--- src/design/fpa_pkg.sv ---
/*
 * Package for the flash identification and protection host controller.
 * It holds the register map, field positions, operation codes, timing
 * counts and the pin bundle. It assumes a 40 MHz pclk.
 */
package fpa_pkg;

  // ************************************************************
  // Register map: byte offsets on the APB bus
  // ************************************************************
  localparam logic [7:0] FPA_OFF_CTRL   = 8'h00;
  localparam logic [7:0] FPA_OFF_ADDR   = 8'h04;
  localparam logic [7:0] FPA_OFF_WDATA  = 8'h08;
  localparam logic [7:0] FPA_OFF_RDATA  = 8'h0C;
  localparam logic [7:0] FPA_OFF_STATUS = 8'h10;
  localparam logic [7:0] FPA_OFF_PINCTL = 8'h14;
  localparam logic [7:0] FPA_OFF_GRPMAP = 8'h18;

  // ************************************************************
  // Field positions
  // ************************************************************
  localparam int FPA_ST_BUSY    = 0;
  localparam int FPA_ST_DONE    = 1;
  localparam int FPA_ST_REFUSED = 2;
  localparam int FPA_ST_PROT    = 3;
  localparam int FPA_ST_LOCKED  = 4;
  localparam int FPA_ST_WPHIGH  = 5;
  localparam int FPA_PC_WP      = 0;
  localparam int FPA_PC_HVRST   = 1;
  localparam int FPA_PC_RST     = 2;
  localparam int FPA_DQ_LOCK    = 7;
  localparam int FPA_DQ_WPTOP   = 4;
  localparam int FPA_A_SEL_LO   = 0;
  localparam int FPA_A_SEL_HI   = 1;
  localparam int FPA_A_MODE     = 6;
  localparam int FPA_A_GRP_LO   = 17;
  localparam int FPA_A_GRP_HI   = 21;

  // ************************************************************
  // Widths and reset values
  // ************************************************************
  localparam int FPA_AW     = 22;
  localparam int FPA_DW     = 16;
  localparam int FPA_NGRP   = 32;
  localparam logic [2:0] FPA_PINCTL_RST = 3'h5;
  localparam logic [FPA_NGRP-1:0] FPA_GRPMAP_RST = 32'h0000_0000;

  // ************************************************************
  // Timing, in nanoseconds and in pclk cycles
  // ************************************************************
  localparam int FPA_CLK_NS  = 25;
  localparam int FPA_ACC_NS  = 100;
  localparam int FPA_WP_NS   = 50;
  localparam int FPA_HOLD_NS = 25;
  localparam int FPA_ACC_CYC = (FPA_ACC_NS + FPA_CLK_NS - 1) / FPA_CLK_NS;
  localparam int FPA_WP_CYC  = (FPA_WP_NS + FPA_CLK_NS - 1) / FPA_CLK_NS;
  localparam int FPA_HLD_CYC = (FPA_HOLD_NS + FPA_CLK_NS - 1) / FPA_CLK_NS;

  // ************************************************************
  // Operations and pin bundle
  // ************************************************************
  typedef enum logic [2:0] {
    FPA_OP_READ    = 3'h0,
    FPA_OP_WRITE   = 3'h1,
    FPA_OP_ID_HV   = 3'h2,
    FPA_OP_ALT_PRT = 3'h3,
    FPA_OP_UNPROT  = 3'h4,
    FPA_OP_PROTECT = 3'h5
  } fpa_op_t;

  typedef struct packed {
    logic              ce_n;
    logic              oe_n;
    logic              we_n;
    logic              rst_n;
    logic              wp_n;
    logic              hv_reset;
    logic              hv_addr_pin;
    logic              hv_oe;
    logic [FPA_AW-1:0] addr;
    logic [FPA_DW-1:0] dq_o;
    logic              dq_oe;
  } fpa_pins_t;

endpackage

--- src/design/fpa_host.sv ---
/*
 * Host controller that drives an asynchronous parallel NOR flash through
 * its pins to read identifier codes, check and change group protection.
 * It assumes an APB master for software and a flash whose pin timing is
 * met by the cycle counts of the package.
 */
// Decided for this implementation: the address map and the APB slave port.
//
// Function
// - Protect check: group on top bits, 10.
// - Primary method: high voltage on reset.
// - Protect all groups before first unprotect.
// - Alternate method: high voltage A9 and OE.
`timescale 1ns/10ps
`default_nettype none
module fpa_host
  import fpa_pkg::*;
(
  input  wire logic              pclk,      // APB clock, 40 MHz
  input  wire logic              presetn,   // Asynchronous reset, low
  input  wire logic              clk_en,    // Freezes all state when low
  input  wire logic              psel,      // APB select
  input  wire logic              penable,   // APB enable
  input  wire logic              pwrite,    // APB direction
  input  wire logic [7:0]        paddr,     // APB byte address
  input  wire logic [31:0]       pwdata,    // APB write data
  output var  logic [31:0]       prdata,    // APB read data
  output var  logic              pready,    // APB ready
  output var  logic              pslverr,   // APB error, unmapped
  output var  fpa_pins_t         flash,     // Flash pin drive
  input  wire logic [FPA_DW-1:0] flash_dq_i // Flash data pins in
);

  // ************************************************************
  // State
  // ************************************************************
  typedef enum logic [2:0] {
    FPA_S_IDLE, FPA_S_SETUP, FPA_S_STROBE, FPA_S_HOLD
  } fpa_state_t;

  fpa_state_t         state;
  fpa_op_t            op;
  logic [FPA_AW-1:0]  addr_reg;
  logic [FPA_DW-1:0]  wdata_reg;
  logic [FPA_DW-1:0]  rdata_reg;
  logic [2:0]         pinctl;
  logic [FPA_NGRP-1:0] grpmap;
  logic               done;
  logic               refused;
  logic               prot_bit;
  logic               locked;
  logic               wp_high;
  logic [7:0]         cnt;
  logic [FPA_DW-1:0]  dq_s1;
  logic [FPA_DW-1:0]  dq_s2;
  logic [FPA_DW-1:0]  dq_s3;

  // ************************************************************
  // APB decode
  // ************************************************************
  wire        wr_en     = psel & penable & pready & pwrite;
  wire        setup     = psel & ~penable & ~pready;
  wire        hit_ctrl  = paddr == FPA_OFF_CTRL;
  wire        hit_addr  = paddr == FPA_OFF_ADDR;
  wire        hit_wdata = paddr == FPA_OFF_WDATA;
  wire        hit_rdata = paddr == FPA_OFF_RDATA;
  wire        hit_stat  = paddr == FPA_OFF_STATUS;
  wire        hit_pin   = paddr == FPA_OFF_PINCTL;
  wire        hit_grp   = paddr == FPA_OFF_GRPMAP;
  wire        mapped    = hit_ctrl | hit_addr | hit_wdata | hit_rdata
                        | hit_stat | hit_pin | hit_grp;
  wire        busy      = state != FPA_S_IDLE;
  wire [31:0] stat_word = {26'h0, wp_high, locked, prot_bit, refused,
                           done, busy};
  wire [31:0] next_rd   = hit_ctrl  ? {29'h0, op}
                        : hit_addr  ? {10'h0, addr_reg}
                        : hit_wdata ? {16'h0, wdata_reg}
                        : hit_rdata ? {16'h0, rdata_reg}
                        : hit_stat  ? stat_word
                        : hit_pin   ? {29'h0, pinctl}
                        : hit_grp   ? grpmap
                        : 32'h0000_0000;

  // ************************************************************
  // Operation start and refusal
  // ************************************************************
  wire       start     = wr_en & hit_ctrl & ~busy;
  wire [2:0] new_op    = pwdata[2:0];
  // Unprotecting while any group is still unprotected is refused.
  wire       bad_unp   = new_op == FPA_OP_UNPROT && grpmap != '1;
  // Plain cycles carry command writes and region reads.
  // Region entry and exit are such command writes too.
  wire       is_wr_op  = op != FPA_OP_READ && op != FPA_OP_ID_HV;
  wire       hv_a9     = op == FPA_OP_ID_HV || op == FPA_OP_ALT_PRT;
  // Primary method raises only the reset qualifier.
  wire       hv_rst_op = op == FPA_OP_UNPROT || op == FPA_OP_PROTECT;
  // A1 and A0 pick maker, device, group check or indicator.
  wire [1:0] id_sel    = addr_reg[FPA_A_SEL_HI:FPA_A_SEL_LO];
  // Five top bits pick one 128 Kword group.
  wire [4:0] grp_idx   = addr_reg[FPA_A_GRP_HI:FPA_A_GRP_LO];
  wire       dq_stable = dq_s2 == dq_s3;
  wire       strobe_end = is_wr_op ? cnt >= 8'(FPA_WP_CYC)
                        : (cnt >= 8'(FPA_ACC_CYC) && dq_stable);
  // High-voltage identifier read forces A6 low.
  wire [FPA_AW-1:0] pin_addr = hv_a9
                        ? (addr_reg & ~(22'h1 << FPA_A_MODE))
                        : addr_reg;
  // Upper byte of identifier codes is don't-care, kept as zero.
  wire [FPA_DW-1:0] cap_data = (op == FPA_OP_ID_HV)
                        ? {8'h00, dq_s3[7:0]} : dq_s3;

  // ************************************************************
  // Data pin synchroniser, three stages
  // ************************************************************
  always_ff @(posedge pclk or negedge presetn) begin
    if (!presetn) begin
      dq_s1 <= '0;
      dq_s2 <= '0;
      dq_s3 <= '0;
    end else if (clk_en) begin
      dq_s1 <= flash_dq_i;
      dq_s2 <= dq_s1;
      dq_s3 <= dq_s2;
    end
  end

  // ************************************************************
  // APB slave
  // ************************************************************
  always_ff @(posedge pclk or negedge presetn) begin
    if (!presetn) begin
      pready  <= 1'b0;
      pslverr <= 1'b0;
      prdata  <= '0;
    end else if (clk_en) begin
      pready  <= setup;
      pslverr <= setup & ~mapped;
      prdata  <= setup ? next_rd : 32'h0000_0000;
    end
  end

  // ************************************************************
  // Software registers
  // ************************************************************
  always_ff @(posedge pclk or negedge presetn) begin
    if (!presetn) begin
      addr_reg  <= '0;
      wdata_reg <= '0;
      pinctl    <= FPA_PINCTL_RST;
    end else if (clk_en && wr_en && !busy) begin
      if (hit_addr)
        addr_reg <= pwdata[FPA_AW-1:0];
      if (hit_wdata)
        wdata_reg <= pwdata[FPA_DW-1:0];
      // Dropping the reset qualifier restores earlier protection.
      if (hit_pin)
        pinctl <= pwdata[2:0];
    end
  end

  // ************************************************************
  // Pin sequencer
  // ************************************************************
  always_ff @(posedge pclk or negedge presetn) begin
    if (!presetn) begin
      state     <= FPA_S_IDLE;
      op        <= FPA_OP_READ;
      cnt       <= '0;
      rdata_reg <= '0;
      done      <= 1'b0;
      refused   <= 1'b0;
    end else if (clk_en) begin
      if (wr_en && hit_stat && pwdata[FPA_ST_DONE])
        done <= 1'b0;
      if (wr_en && hit_stat && pwdata[FPA_ST_REFUSED])
        refused <= 1'b0;
      unique case (state)
        FPA_S_IDLE: begin
          if (start && bad_unp) begin
            refused <= 1'b1;
          end else if (start) begin
            op    <= fpa_op_t'(new_op);
            state <= FPA_S_SETUP;
            cnt   <= '0;
          end
        end
        FPA_S_SETUP: begin
          state <= FPA_S_STROBE;
        end
        FPA_S_STROBE: begin
          cnt <= cnt + 8'h01;
          if (strobe_end) begin
            if (!is_wr_op)
              rdata_reg <= cap_data;
            state <= FPA_S_HOLD;
            cnt   <= '0;
          end
        end
        FPA_S_HOLD: begin
          cnt <= cnt + 8'h01;
          if (cnt >= 8'(FPA_HLD_CYC - 1)) begin
            state <= FPA_S_IDLE;
            done  <= 1'b1;
          end
        end
      endcase
    end
  end

  // ************************************************************
  // Decoding of identifier answers
  // ************************************************************
  wire id_end   = state == FPA_S_STROBE && strobe_end && op == FPA_OP_ID_HV;
  wire prot_rd  = id_end && id_sel == 2'b10;
  wire lock_rd  = id_end && id_sel == 2'b11;

  // Group map starts clear, as the part ships unprotected.
  always_ff @(posedge pclk or negedge presetn) begin
    if (!presetn) begin
      grpmap   <= FPA_GRPMAP_RST;
      prot_bit <= 1'b0;
      locked   <= 1'b0;
      wp_high  <= 1'b0;
    end else if (clk_en) begin
      // Protection answer is 01h protected, 00h not.
      // A set bit marks a group that refuses program and erase.
      if (prot_rd) begin
        prot_bit        <= dq_s3[0];
        grpmap[grp_idx] <= dq_s3[0];
      end
      // Bit 7 is the lock, bit 4 tells top from bottom.
      // Lock set: region read-only for good.
      if (lock_rd) begin
        locked  <= dq_s3[FPA_DQ_LOCK];
        wp_high <= dq_s3[FPA_DQ_WPTOP];
      end
    end
  end

  // ************************************************************
  // Flash pin drive
  // ************************************************************
  wire in_strobe = state == FPA_S_STROBE;
  wire active    = state != FPA_S_IDLE;

  always_ff @(posedge pclk or negedge presetn) begin
    if (!presetn) begin
      flash <= '{ce_n: 1'b1, oe_n: 1'b1, we_n: 1'b1, rst_n: 1'b1,
                 wp_n: 1'b1, hv_reset: 1'b0, hv_addr_pin: 1'b0,
                 hv_oe: 1'b0, addr: '0, dq_o: '0, dq_oe: 1'b0};
    end else if (clk_en) begin
      flash.ce_n        <= ~active;
      flash.oe_n        <= ~(in_strobe & ~is_wr_op);
      flash.we_n        <= ~(in_strobe & is_wr_op);
      flash.addr        <= pin_addr;
      flash.dq_o        <= wdata_reg;
      flash.dq_oe       <= active & is_wr_op;
      // Software reset pulse returns the first sector to the array.
      flash.rst_n       <= pinctl[FPA_PC_RST];
      // Low write-protect keeps the edge sector locked.
      // High write-protect leaves stored protection in charge.
      flash.wp_n        <= pinctl[FPA_PC_WP];
      // Qualifiers are separate outputs, one per pin.
      flash.hv_reset    <= pinctl[FPA_PC_HVRST] | (active & hv_rst_op);
      flash.hv_addr_pin <= active & hv_a9;
      // Alternate programmer method adds OE qualifier.
      flash.hv_oe       <= active & op == FPA_OP_ALT_PRT;
    end
  end

endmodule
`default_nettype wire

--- config.mk ---
export PLATFORM = sky130hd
export DESIGN_NAME = fpa_host
export DESIGN_NICKNAME = d
export VERILOG_FILES = /design/src/design/fpa_pkg.sv /design/src/design/fpa_host.sv
export SDC_FILE = /design/constraint.sdc
export NUM_CORES = 1
export LEC_CHECK = 0
export ABC_AREA = 1
export BUFFER_PORTS_ARGS = -buffer_cell sky130_fd_sc_hd__buf_2
export CORE_ASPECT_RATIO = 1.1
export CORE_MARGIN = 5
export CORE_UTILIZATION = 55
export DETAILED_ROUTE_END_ITERATION = 8
export PLACE_DENSITY = 0.77
export SYNTH_ARGS = -nofsm -noshare
export SYNTH_HDL_FRONTEND = slang
export SYNTH_SLANG_ARGS = --single-unit
--- constraint.sdc ---
create_clock -name pclk -period 2.3 [get_ports pclk]
set_clock_uncertainty 0.05 [all_clocks]
set_input_delay 0.345 -clock pclk [delete_from_list [all_inputs] [get_ports pclk]]
set_output_delay 0.345 -clock pclk [all_outputs]
set_load 0.005 [all_outputs]
[Word level (Yosys, flattened, before mapping)]
Index checks and enable logic that the tools add are counted.
Cells by class
  $add $sub $neg: 1
  magnitude comparators: 5
  equal/unequal tests: 23
  mux-type cells: 29
  bitwise logic cells: 29
  reductions and logical operators: 31
Operator list (number)
  2-to-1 mux 32 bit: 8
  bitwise mux 32 bit: 1
  inequality test 32 bit (second input constant): 1
  == test 8 x 5 -> 1 bit (second input constant): 3
  2-to-1 mux 8 bit: 3
  case mux 8 bit (3 select lines): 1
  == test 16 bit: 1
  == test 8 x 4 -> 1 bit (second input constant): 2
  2-to-1 mux 16 bit: 1
  AND 1 bit: 14
  logical AND 1 bit: 14
  == test 3 x 2 -> 1 bit (second input constant): 4
  2-to-1 mux 3 bit: 4
  case mux 3 bit (4 select lines): 1
  AND reduction 4 bit: 3
  AND reduction 2 bit: 5
  == test 3 bit (second input constant): 3
  nonzero test 3 bit: 3
  adder 8 x 1 -> 8 bit (second input constant): 1
  == test 8 x 3 -> 1 bit (second input constant): 1
  >= comparator 8 x 1 -> 1 bit (second input constant): 1
  >= comparator 8 x 2 -> 1 bit (second input constant): 1
  >= comparator 8 x 3 -> 1 bit (second input constant): 1
  logical NOT 8 bit: 1
  other kinds (15): 40
Storage, ports and cells
  register bits after elaboration: 237
  input bits: 62
  output and inout port bits: 81
  word-level logic and storage cells: 148

[Logic depth before layout (Yosys ltp)]
Gate-level depths: netlist of run 1.
  depth after elaboration: 9
  mapped depth: 14
  mapped depth without buffers: 13

[Worst setup path before layout of run 1]
OpenSTA, ideal clock, no wires.
  kind: flip-flop to flip-flop
  from: register op[2]
  to: register grpmap[2]
  library setup time: 0.117 ns
  arrival time: 1.626 ns
  data required time: 2.133 ns
  path slack: 0.507 ns
  cell stages (with the launch flop): 14
  path buffers: 1
  clock period less this slack: 1.793 ns
  path through: dfrtp_1 -> nor2_4 -> nand2_1 -> nor2_1 -> nand2_1 -> nor2_1 -> nand3_1 -> nand2_4 -> nand3_2 -> nor2_4 -> buf_6 -> nand3_1 -> nand2_1 -> nand2_1
On the way
  word-level cells in the longest chain between the ends: 7
  elaborated cells on any way between the ends: 9
  those cells by class: eq/ne (2); mux (1); reduce/logical (6)
RTL lines
  from (decl): RTL line fpa_host.sv:42  | fpa_op_t op;
  from (signal assigned): RTL line fpa_host.sv:182  | op <= fpa_op_t'(new_op);
  inequality test 3 x 2 -> 1 bit or nonzero test 3 bit (tied branches): RTL line fpa_host.sv:93  | wire is_wr_op = op != FPA_OP_READ && op != FPA_OP_ID_HV;
  logical AND 1 bit: RTL line fpa_host.sv:93
  2-to-1 mux 1 bit: RTL line fpa_host.sv:102  | wire strobe_end = is_wr_op ? cnt >= 8'(FPA_WP_CYC)
  logical AND 1 bit: RTL line fpa_host.sv:213  | wire id_end = state == FPA_S_STROBE && strobe_end && op == FPA_OP_ID_HV;
  logical AND 1 bit *: RTL line fpa_host.sv:213
  logical AND 1 bit *: RTL line fpa_host.sv:214  | wire prot_rd = id_end && id_sel == 2'b10;
  AND reduction 2 bit (no line) *
  to (signal, indexed assignment): RTL line fpa_host.sv:229  | grpmap[grp_idx] <= dq_s3[0];
  to (decl): RTL line fpa_host.sv:47  | logic [FPA_NGRP-1:0] grpmap;
Mark *: on every way between the ends. The rest lies on a longest branch, timed or not.
A chain may end at the register's enable or synchronous reset.

[Worst setup path in the final report of run 1]
  from: register op[2]
  to: register grpmap[0]
Same word-level chain as after synthesis.

==> results of run 1 <==
[stage by stage]
stage	setup TNS [ns]	hold WS, ns	utilization (%)
5_1_grt	-0.00151	0.00867	66.8
6_report	0	0.00748	66.8
3_5_place_dp	0	0.301	61.3
2_1_floorplan	0	-0.000591	-
4_1_cts	0	0.00404	66.7
3_3_place_gp	0	0.296	61.3
[metal layers]
layer  global-route usage [%]  wire [um]
met1                     34.4      11700
met2                     42.1      13600
met3                     3.82       2050
met4                     7.79        725
met5                        0          0
[final cells by class]
cell class	instances	area, um2	area share, %
Inverter	97	365	2.85
Timing Repair Buffer	184	1200	9.40
Multi-Input combinational cell	917	4150	32.4
Tap cell	247	309	2.41
Clock inverter	9	120	0.938
Sequential cell	236	5910	46.2
Clock buffer	35	743	5.80
[worst max-delay path: stages (launching register included)]
cell     delay [ns]
dfrtp_1        0.42
nor2_4         0.21
nand2_1        0.08
nor2_1         0.10
nand2_1        0.05
nor2_1         0.08
nand3_1        0.15
nand2_4        0.16
nand3_2        0.10
nor2_4         0.13
buf_12         0.19
nand3_1        0.09
nand2_1        0.10
nand2_1        0.08
[cells by family after synthesis]
kind of cell	after synthesis	share of synthesized area [%]
DFF	236	55.2
xor gates and xnor gates	8	0.654
and+or+nand+nor	708	27.1
buffers and inverters	156	6.03
AOI/OAI and AO/OA	196	10.4
adders and majority gates	5	0.584
[worst max path at each step]
stage             start   endpoint
2_1_floorplan     op[2]  grpmap[2]
3_3_place_gp   paddr[4]     cnt[1]
3_5_place_dp   paddr[4]     cnt[7]
4_1_cts           op[2]  grpmap[0]
5_1_grt           op[2]  grpmap[2]
6_report          op[2]  grpmap[0]
[power breakdown]
part           switching, uW  internal, uW  leakage, uW
Clock                   1610          2570     0.000434
Sequential               120          4320      0.00314
Combinational            622           300      0.00313
Total                   2350          7190      0.00670
[timing repair]
action,CTS,global route
hold endpoints to repair,78,0
hold buffers,16,0
setup endpoints to repair,0,28
buffers inserted,0,2
resized for setup,0,0
[cell usage after synthesis (all sizes together), types with 2 or more instances]
| library cell | number | area (um2) |
|---|---|---|
| nor2 | 94 | 395 |
| a32o | 9 | 90.1 |
| nand2 | 500 | 1890 |
| ha | 5 | 62.6 |
| nor3 | 10 | 55.1 |
| buf | 21 | 139 |
| a22o | 6 | 52.6 |
| a21oi | 26 | 130 |
| o211ai | 16 | 120 |
| dfstp | 7 | 184 |
| o2111ai | 2 | 17.5 |
| inv | 97 | 364 |
| o22ai | 4 | 25.0 |
| o21ai | 127 | 636 |
| o31ai | 3 | 22.5 |
| xor2 | 7 | 61.3 |
| dfrtp | 229 | 5730 |
| nand3 | 91 | 460 |
| a221oi | 2 | 17.5 |
| nand4 | 12 | 96.3 |
| clkbuf | 38 | 143 |
[layout by cell type, fill, tap and decap left out, drive strengths merged, types with 4 or more instances in the layout]
cell         synthesis  routed
clkinv               0       7
nand2              500     500
nand3               91      91
nor3                10      10
o22ai                4       4
o211ai              16      16
nand4               12      12
dfstp                7       7
buf                 21     168
nor2                94      94
inv                 97      96
a21oi               26      26
clkbuf              38      35
ha                   5       5
o21ai              127     127
xor2                 7       7
a22o                 6       6
a32o                 9       9
dfrtp              229     229
dlygate4sd3          0      16
==> impl_metrics.py, run 1 <==
metrics = {
    "outcome": {
        "status": "finished, final reports clean",
    },
    "timing": {
        "period_share_pct": 91.9,
        "max-slew-margin-rel_pct": 60.0,
        "timing.fmax_mhz": 473,
        "tightest_slew_ns": 0.600,
        "period_minus_slack_ns": 2.11,
        "hold_viol": 0,
        "slew_viol_final": 0,
        "fin_ws_ns": 0.186,
        "setup_viol_count_final": 0,
    },
    "layout": {
        "largest_register_ffs": 47,
        "finish.instance_area_um2": 12800,
        "top_register": "flash",
        "fin_nets": 1527,
        "drive_gt1_share_pct": 16.0,
        "top_regs": "flash: 47 flops, grpmap: 32 flops, prdata: 32 flops",
        "diodes": 0,
        "syn2layout_area_growth_pct": 19.6,
        "fin_cells": 1725,
        "num-fill-cells": 1578,
    },
    "critical_path": {
        "worst_r2r_endpoint": "grpmap[0]",
        "required_ns": 2.65,
        "r2r_slack_ns": 0.19,
        "critPathKind": "flip-flop to flip-flop",
        "arrival_ns": 2.46,
        "r2r-start": "op[2]",
        "cp-end-kind": "flip-flop",
        "cp-start-kind": "flip-flop",
        "reg2reg_depth": 13,
        "path_max_fanout": 32,
    },
    "clock_tree": {
        "cts_buffers": 24,
        "cts_root_buf": "clkbuf_16",
        "htree_levels": 1,
        "clk_path_buf_depth": 3,
        "cts_tree": "done",
        "clk_latency_ns": 0.52,
        "path_clk_slew_ns": 0.07,
        "clock-sinks": 236,
    },
    "die": {
        "core-area_um2": 19200,
        "fp.dieH_um": 156,
        "rows": 53,
        "dieArea_um2": 22400,
        "start_util_pct": 55.9,
        "die_x_um": 143,
        "io_pins": 143,
    },
    "synthesis": {
        "synth-seq-cells": 236,
        "netlist_instances": 1309,
        "yosysWarnings": 0,
        "syn-num-nets": 1376,
        "async_flop_share_pct": 100,
        "synth_edf_count": 0,
        "yosysUniqueCellTypes": 36,
        "avgSynthCellArea_um2": 8.18,
        "ys.flop_type": "dfrtp_1",
        "synth-seq-area-share_pct": 55.2,
        "syn-cell-area_um2": 10700,
    },
    "place": {
        "post_dp_cell_area_um2": 11800,
        "globalplace.congestion": 0.887,
        "dpl_worst_slack_ns": 0.133,
        "dpl.cell_count": 1663,
        "dp_hpwl_mm": 19.0,
        "io_buffers": 132,
    },
    "worst_hold_path": {
        "hold_end": "dq_s1[6]",
        "hold_path.class": "input port to flip-flop",
        "hold_path_depth": 3,
        "worstHoldStart": "flash_dq_i[6]",
    },
    "global_route": {
        "grt_max_degree": 146,
        "grt_pass1_wl_mm": 45.8,
        "overflow": 0,
        "grt_pass1_vias": 9142,
        "grt_usage_pct": 25.3,
        "grt_antenna_before_repair": 0,
    },
    "detailed_routing": {
        "drt_iter0_markers": 801,
        "finalWirelength_mm": 28.1,
        "post_drt_wl_per_cell_um": 16.3,
        "drt-pass1-iter-count": 6,
        "vias": 9475,
        "ant_nets": 0,
        "via_per_inst": 5.49,
        "route.detailed.drc": 0,
    },
    "power": {
        "p_leak_uw": 0.00670,
        "ir_worst_vdd_v": 0.000576,
        "finalPower_uw": 9540,
        "p_per_area_nw_per_um2": 745,
    },
    "job": {
        "maxCapViolations": 0,
    },
}
No activity file was read; power rests on OpenSTA's default activity.
==> run 2, diff against run 1 <==
--- a/config.mk
+++ b/config.mk
@@ -6,8 +6,7 @@
 export NUM_CORES = 1
 export LEC_CHECK = 0
 export ABC_AREA = 1
-export BUFFER_PORTS_ARGS = -buffer_cell sky130_fd_sc_hd__buf_2
-export CORE_ASPECT_RATIO = 1.1
+export BUFFER_PORTS_ARGS = -buffer_cell sky130_fd_sc_hd__clkbuf_2
 export CORE_MARGIN = 5
 export CORE_UTILIZATION = 55
 export DETAILED_ROUTE_END_ITERATION = 8
==> run 2 against run 1 <==
Clock power grew 2%; first-iteration DRC count grew 28%; non-clock buffer count grew 1; routed wire length grew 0.48%; final cell count grew 1.2%; register-to-register slack gained 0.04 ns; critical path depth shrank 2; via count shrank 0.57%; die area is essentially flat; worst hold slack gained 0.014 ns; combinational power grew 2%; power grew 1.2%; highest routed layer unchanged.
==> impl_metrics.py, run 2 (synthesis results as in run 1) <==
metrics = {
    "layout": {
        "top_register": "flash",
        "post-route-util_pct": 66.3,
        "final_cell_mix": "nand2_1 (498), dfrtp_1 (229), clkbuf_2 (130)",
        "fin_cells": 1746,
        "diodes": 0,
        "fin_nets": 1529,
        "largest_register_ffs": 47,
        "top_regs": "flash: 47 flops, grpmap: 32 flops, prdata: 32 flops",
        "syn2layout_area_growth_pct": 19.8,
        "drive_gt1_share_pct": 16.2,
        "layout_commonest_cell": "nand2_1",
    },
    "clock_tree": {
        "path_clk_slew_ns": 0.06,
        "postCtsSetupBuffers": 0,
        "cts_buffers": 25,
        "clk_latency_ns": 0.53,
        "clk_path_buf_depth": 3,
        "cts_root_buf": "clkbuf_16",
        "htree_levels": 1,
        "cts_tree": "done",
        "clock-sinks": 236,
    },
    "timing": {
        "whs_ns": 0.0214,
        "rsz0062_at_grt": "false",
        "setup_viol_count_final": 0,
        "period_share_pct": 90.4,
        "max-slew-margin-rel_pct": 53.4,
        "tightest_slew_ns": 0.699,
        "timing.fmax_mhz": 481,
        "hold_viol": 0,
        "setup_tns_ns": 0,
        "slew_viol_final": 0,
        "period_minus_slack_ns": 2.08,
    },
    "power": {
        "p_sw_uw": 2430,
        "p_seq_share_pct": 46.0,
        "p_leak_uw": 0.00665,
        "power_frac_comb_pct": 9.7,
        "p_per_area_nw_per_um2": 752,
        "finalPower_uw": 9650,
        "p_int_uw": 7220,
        "switching_share_pct": 25.1,
        "ir_worst_vdd_v": 0.000607,
        "power.share.clock_pct": 44.3,
    },
    "global_route": {
        "grt_max_degree": 146,
        "grt_pass1_wl_mm": 46.6,
        "overflow": 0,
        "grt_usage_pct": 25.6,
        "grt_antenna_before_repair": 0,
        "grt_pass1_vias": 9183,
    },
    "place": {
        "dpl.cell_count": 1683,
        "dp_hpwl_mm": 19.0,
        "io_buffers": 132,
        "globalplace.congestion": 0.904,
    },
    "detailed_routing": {
        "ant_nets": 0,
        "drt-pass1-iter-count": 7,
        "drt_iter0_markers": 1024,
        "via_per_inst": 5.40,
        "route.detailed.drc": 0,
        "vias": 9421,
        "post_drt_wl_per_cell_um": 16.1,
        "finalWirelength_mm": 28.2,
    },
    "critical_path": {
        "cp-end-kind": "flip-flop",
        "path_max_fanout": 9,
        "cp-start-kind": "flip-flop",
        "arrival_ns": 2.43,
        "critPathKind": "flip-flop to flip-flop",
        "required_ns": 2.65,
    },
    "job": {
        "maxCapViolations": 0,
    },
    "die": {
        "dieArea_um2": 22400,
        "core-area_um2": 19300,
        "fp.dieH_um": 150,
        "start_util_pct": 55.4,
        "rows": 51,
        "io_pins": 143,
        "die_x_um": 150,
    },
    "outcome": {
        "status": "finished, final reports clean",
    },
    "worst_hold_path": {
        "hold_path.class": "input port to flip-flop",
    },
}
## run 2: layout make-up
type / instances / area, um2
clock buffers: 31 / 698
clock inverters: 15 / 183
fillers: 1573 / 6510
inverters: 97 / 365
multi-input cells: 917 / 4160
flip-flops and latches: 236 / 5910
well taps: 265 / 332
repair buffers: 185 / 1180
## run 2: worst max-delay path: stages (launching register included)
cell and delay, ns:
dfrtp_1 0.41, nand2_1 0.08, nor2_1 0.12, nand4_1 0.12, nor3_1 0.33, nand2_1 0.12, nand3_1 0.11, nand2_1 0.11
nor2_4 0.23, inv_2 0.13, nand2_1 0.07, o21ai_1 0.06
## run 2: routing by layer
metal  global-route usage [%]  vias up  part of all wire (%)
met2                     41.2      367                    47
met1                     36.1     4472                    43
met5                        0        -                     0
met3                     3.91       58                   7.3
li1                         -     4524                     -
met4                     8.38        0                   2.8
## run 2: what timing repair did
| item | in CTS | in global routing |
|---|---|---|
| hold buffers | 17 | 0 |
| resized for setup | 0 | 2 |
| hold endpoints to repair | 81 | 0 |
| setup endpoints to repair | 0 | 20 |
## run 2: stage by stage
step                area [um2]  setup slack (ns)
floorplan                10700             0.507
global placement         11800             0.219
detailed placement       11800             0.196
CTS                      12800             0.107
global route             12800            0.0214
finish                   12800             0.221
## run 2: power by group through the flow
stage	clock network [uW]	registers, uW	logic, uW
4_1_cts	4320	4440	944
2_1_floorplan	0	4480	539
5_1_grt	4530	4460	1060
3_3_place_gp	0	4500	890
3_5_place_dp	0	4510	911
6_report	4270	4440	939
## run 2: path summary, 6_finish.rpt
check / start / end / slack, ns / depth (start not counted)
hold reg to reg: flash[30] / flash[30] / 0.42 / 2
min in group asynchronous: presetn / flash[29] / 0.33 / 2
hold / removal: pwdata[15] / wdata_reg[15] / 0.02 / 3
setup reg to reg: grpmap[31] / cnt[0] / 0.22 / 11
max in group asynchronous: presetn / flash[46] / 1.15 / 3
setup / recovery: grpmap[31] / cnt[0] / 0.22 / 11
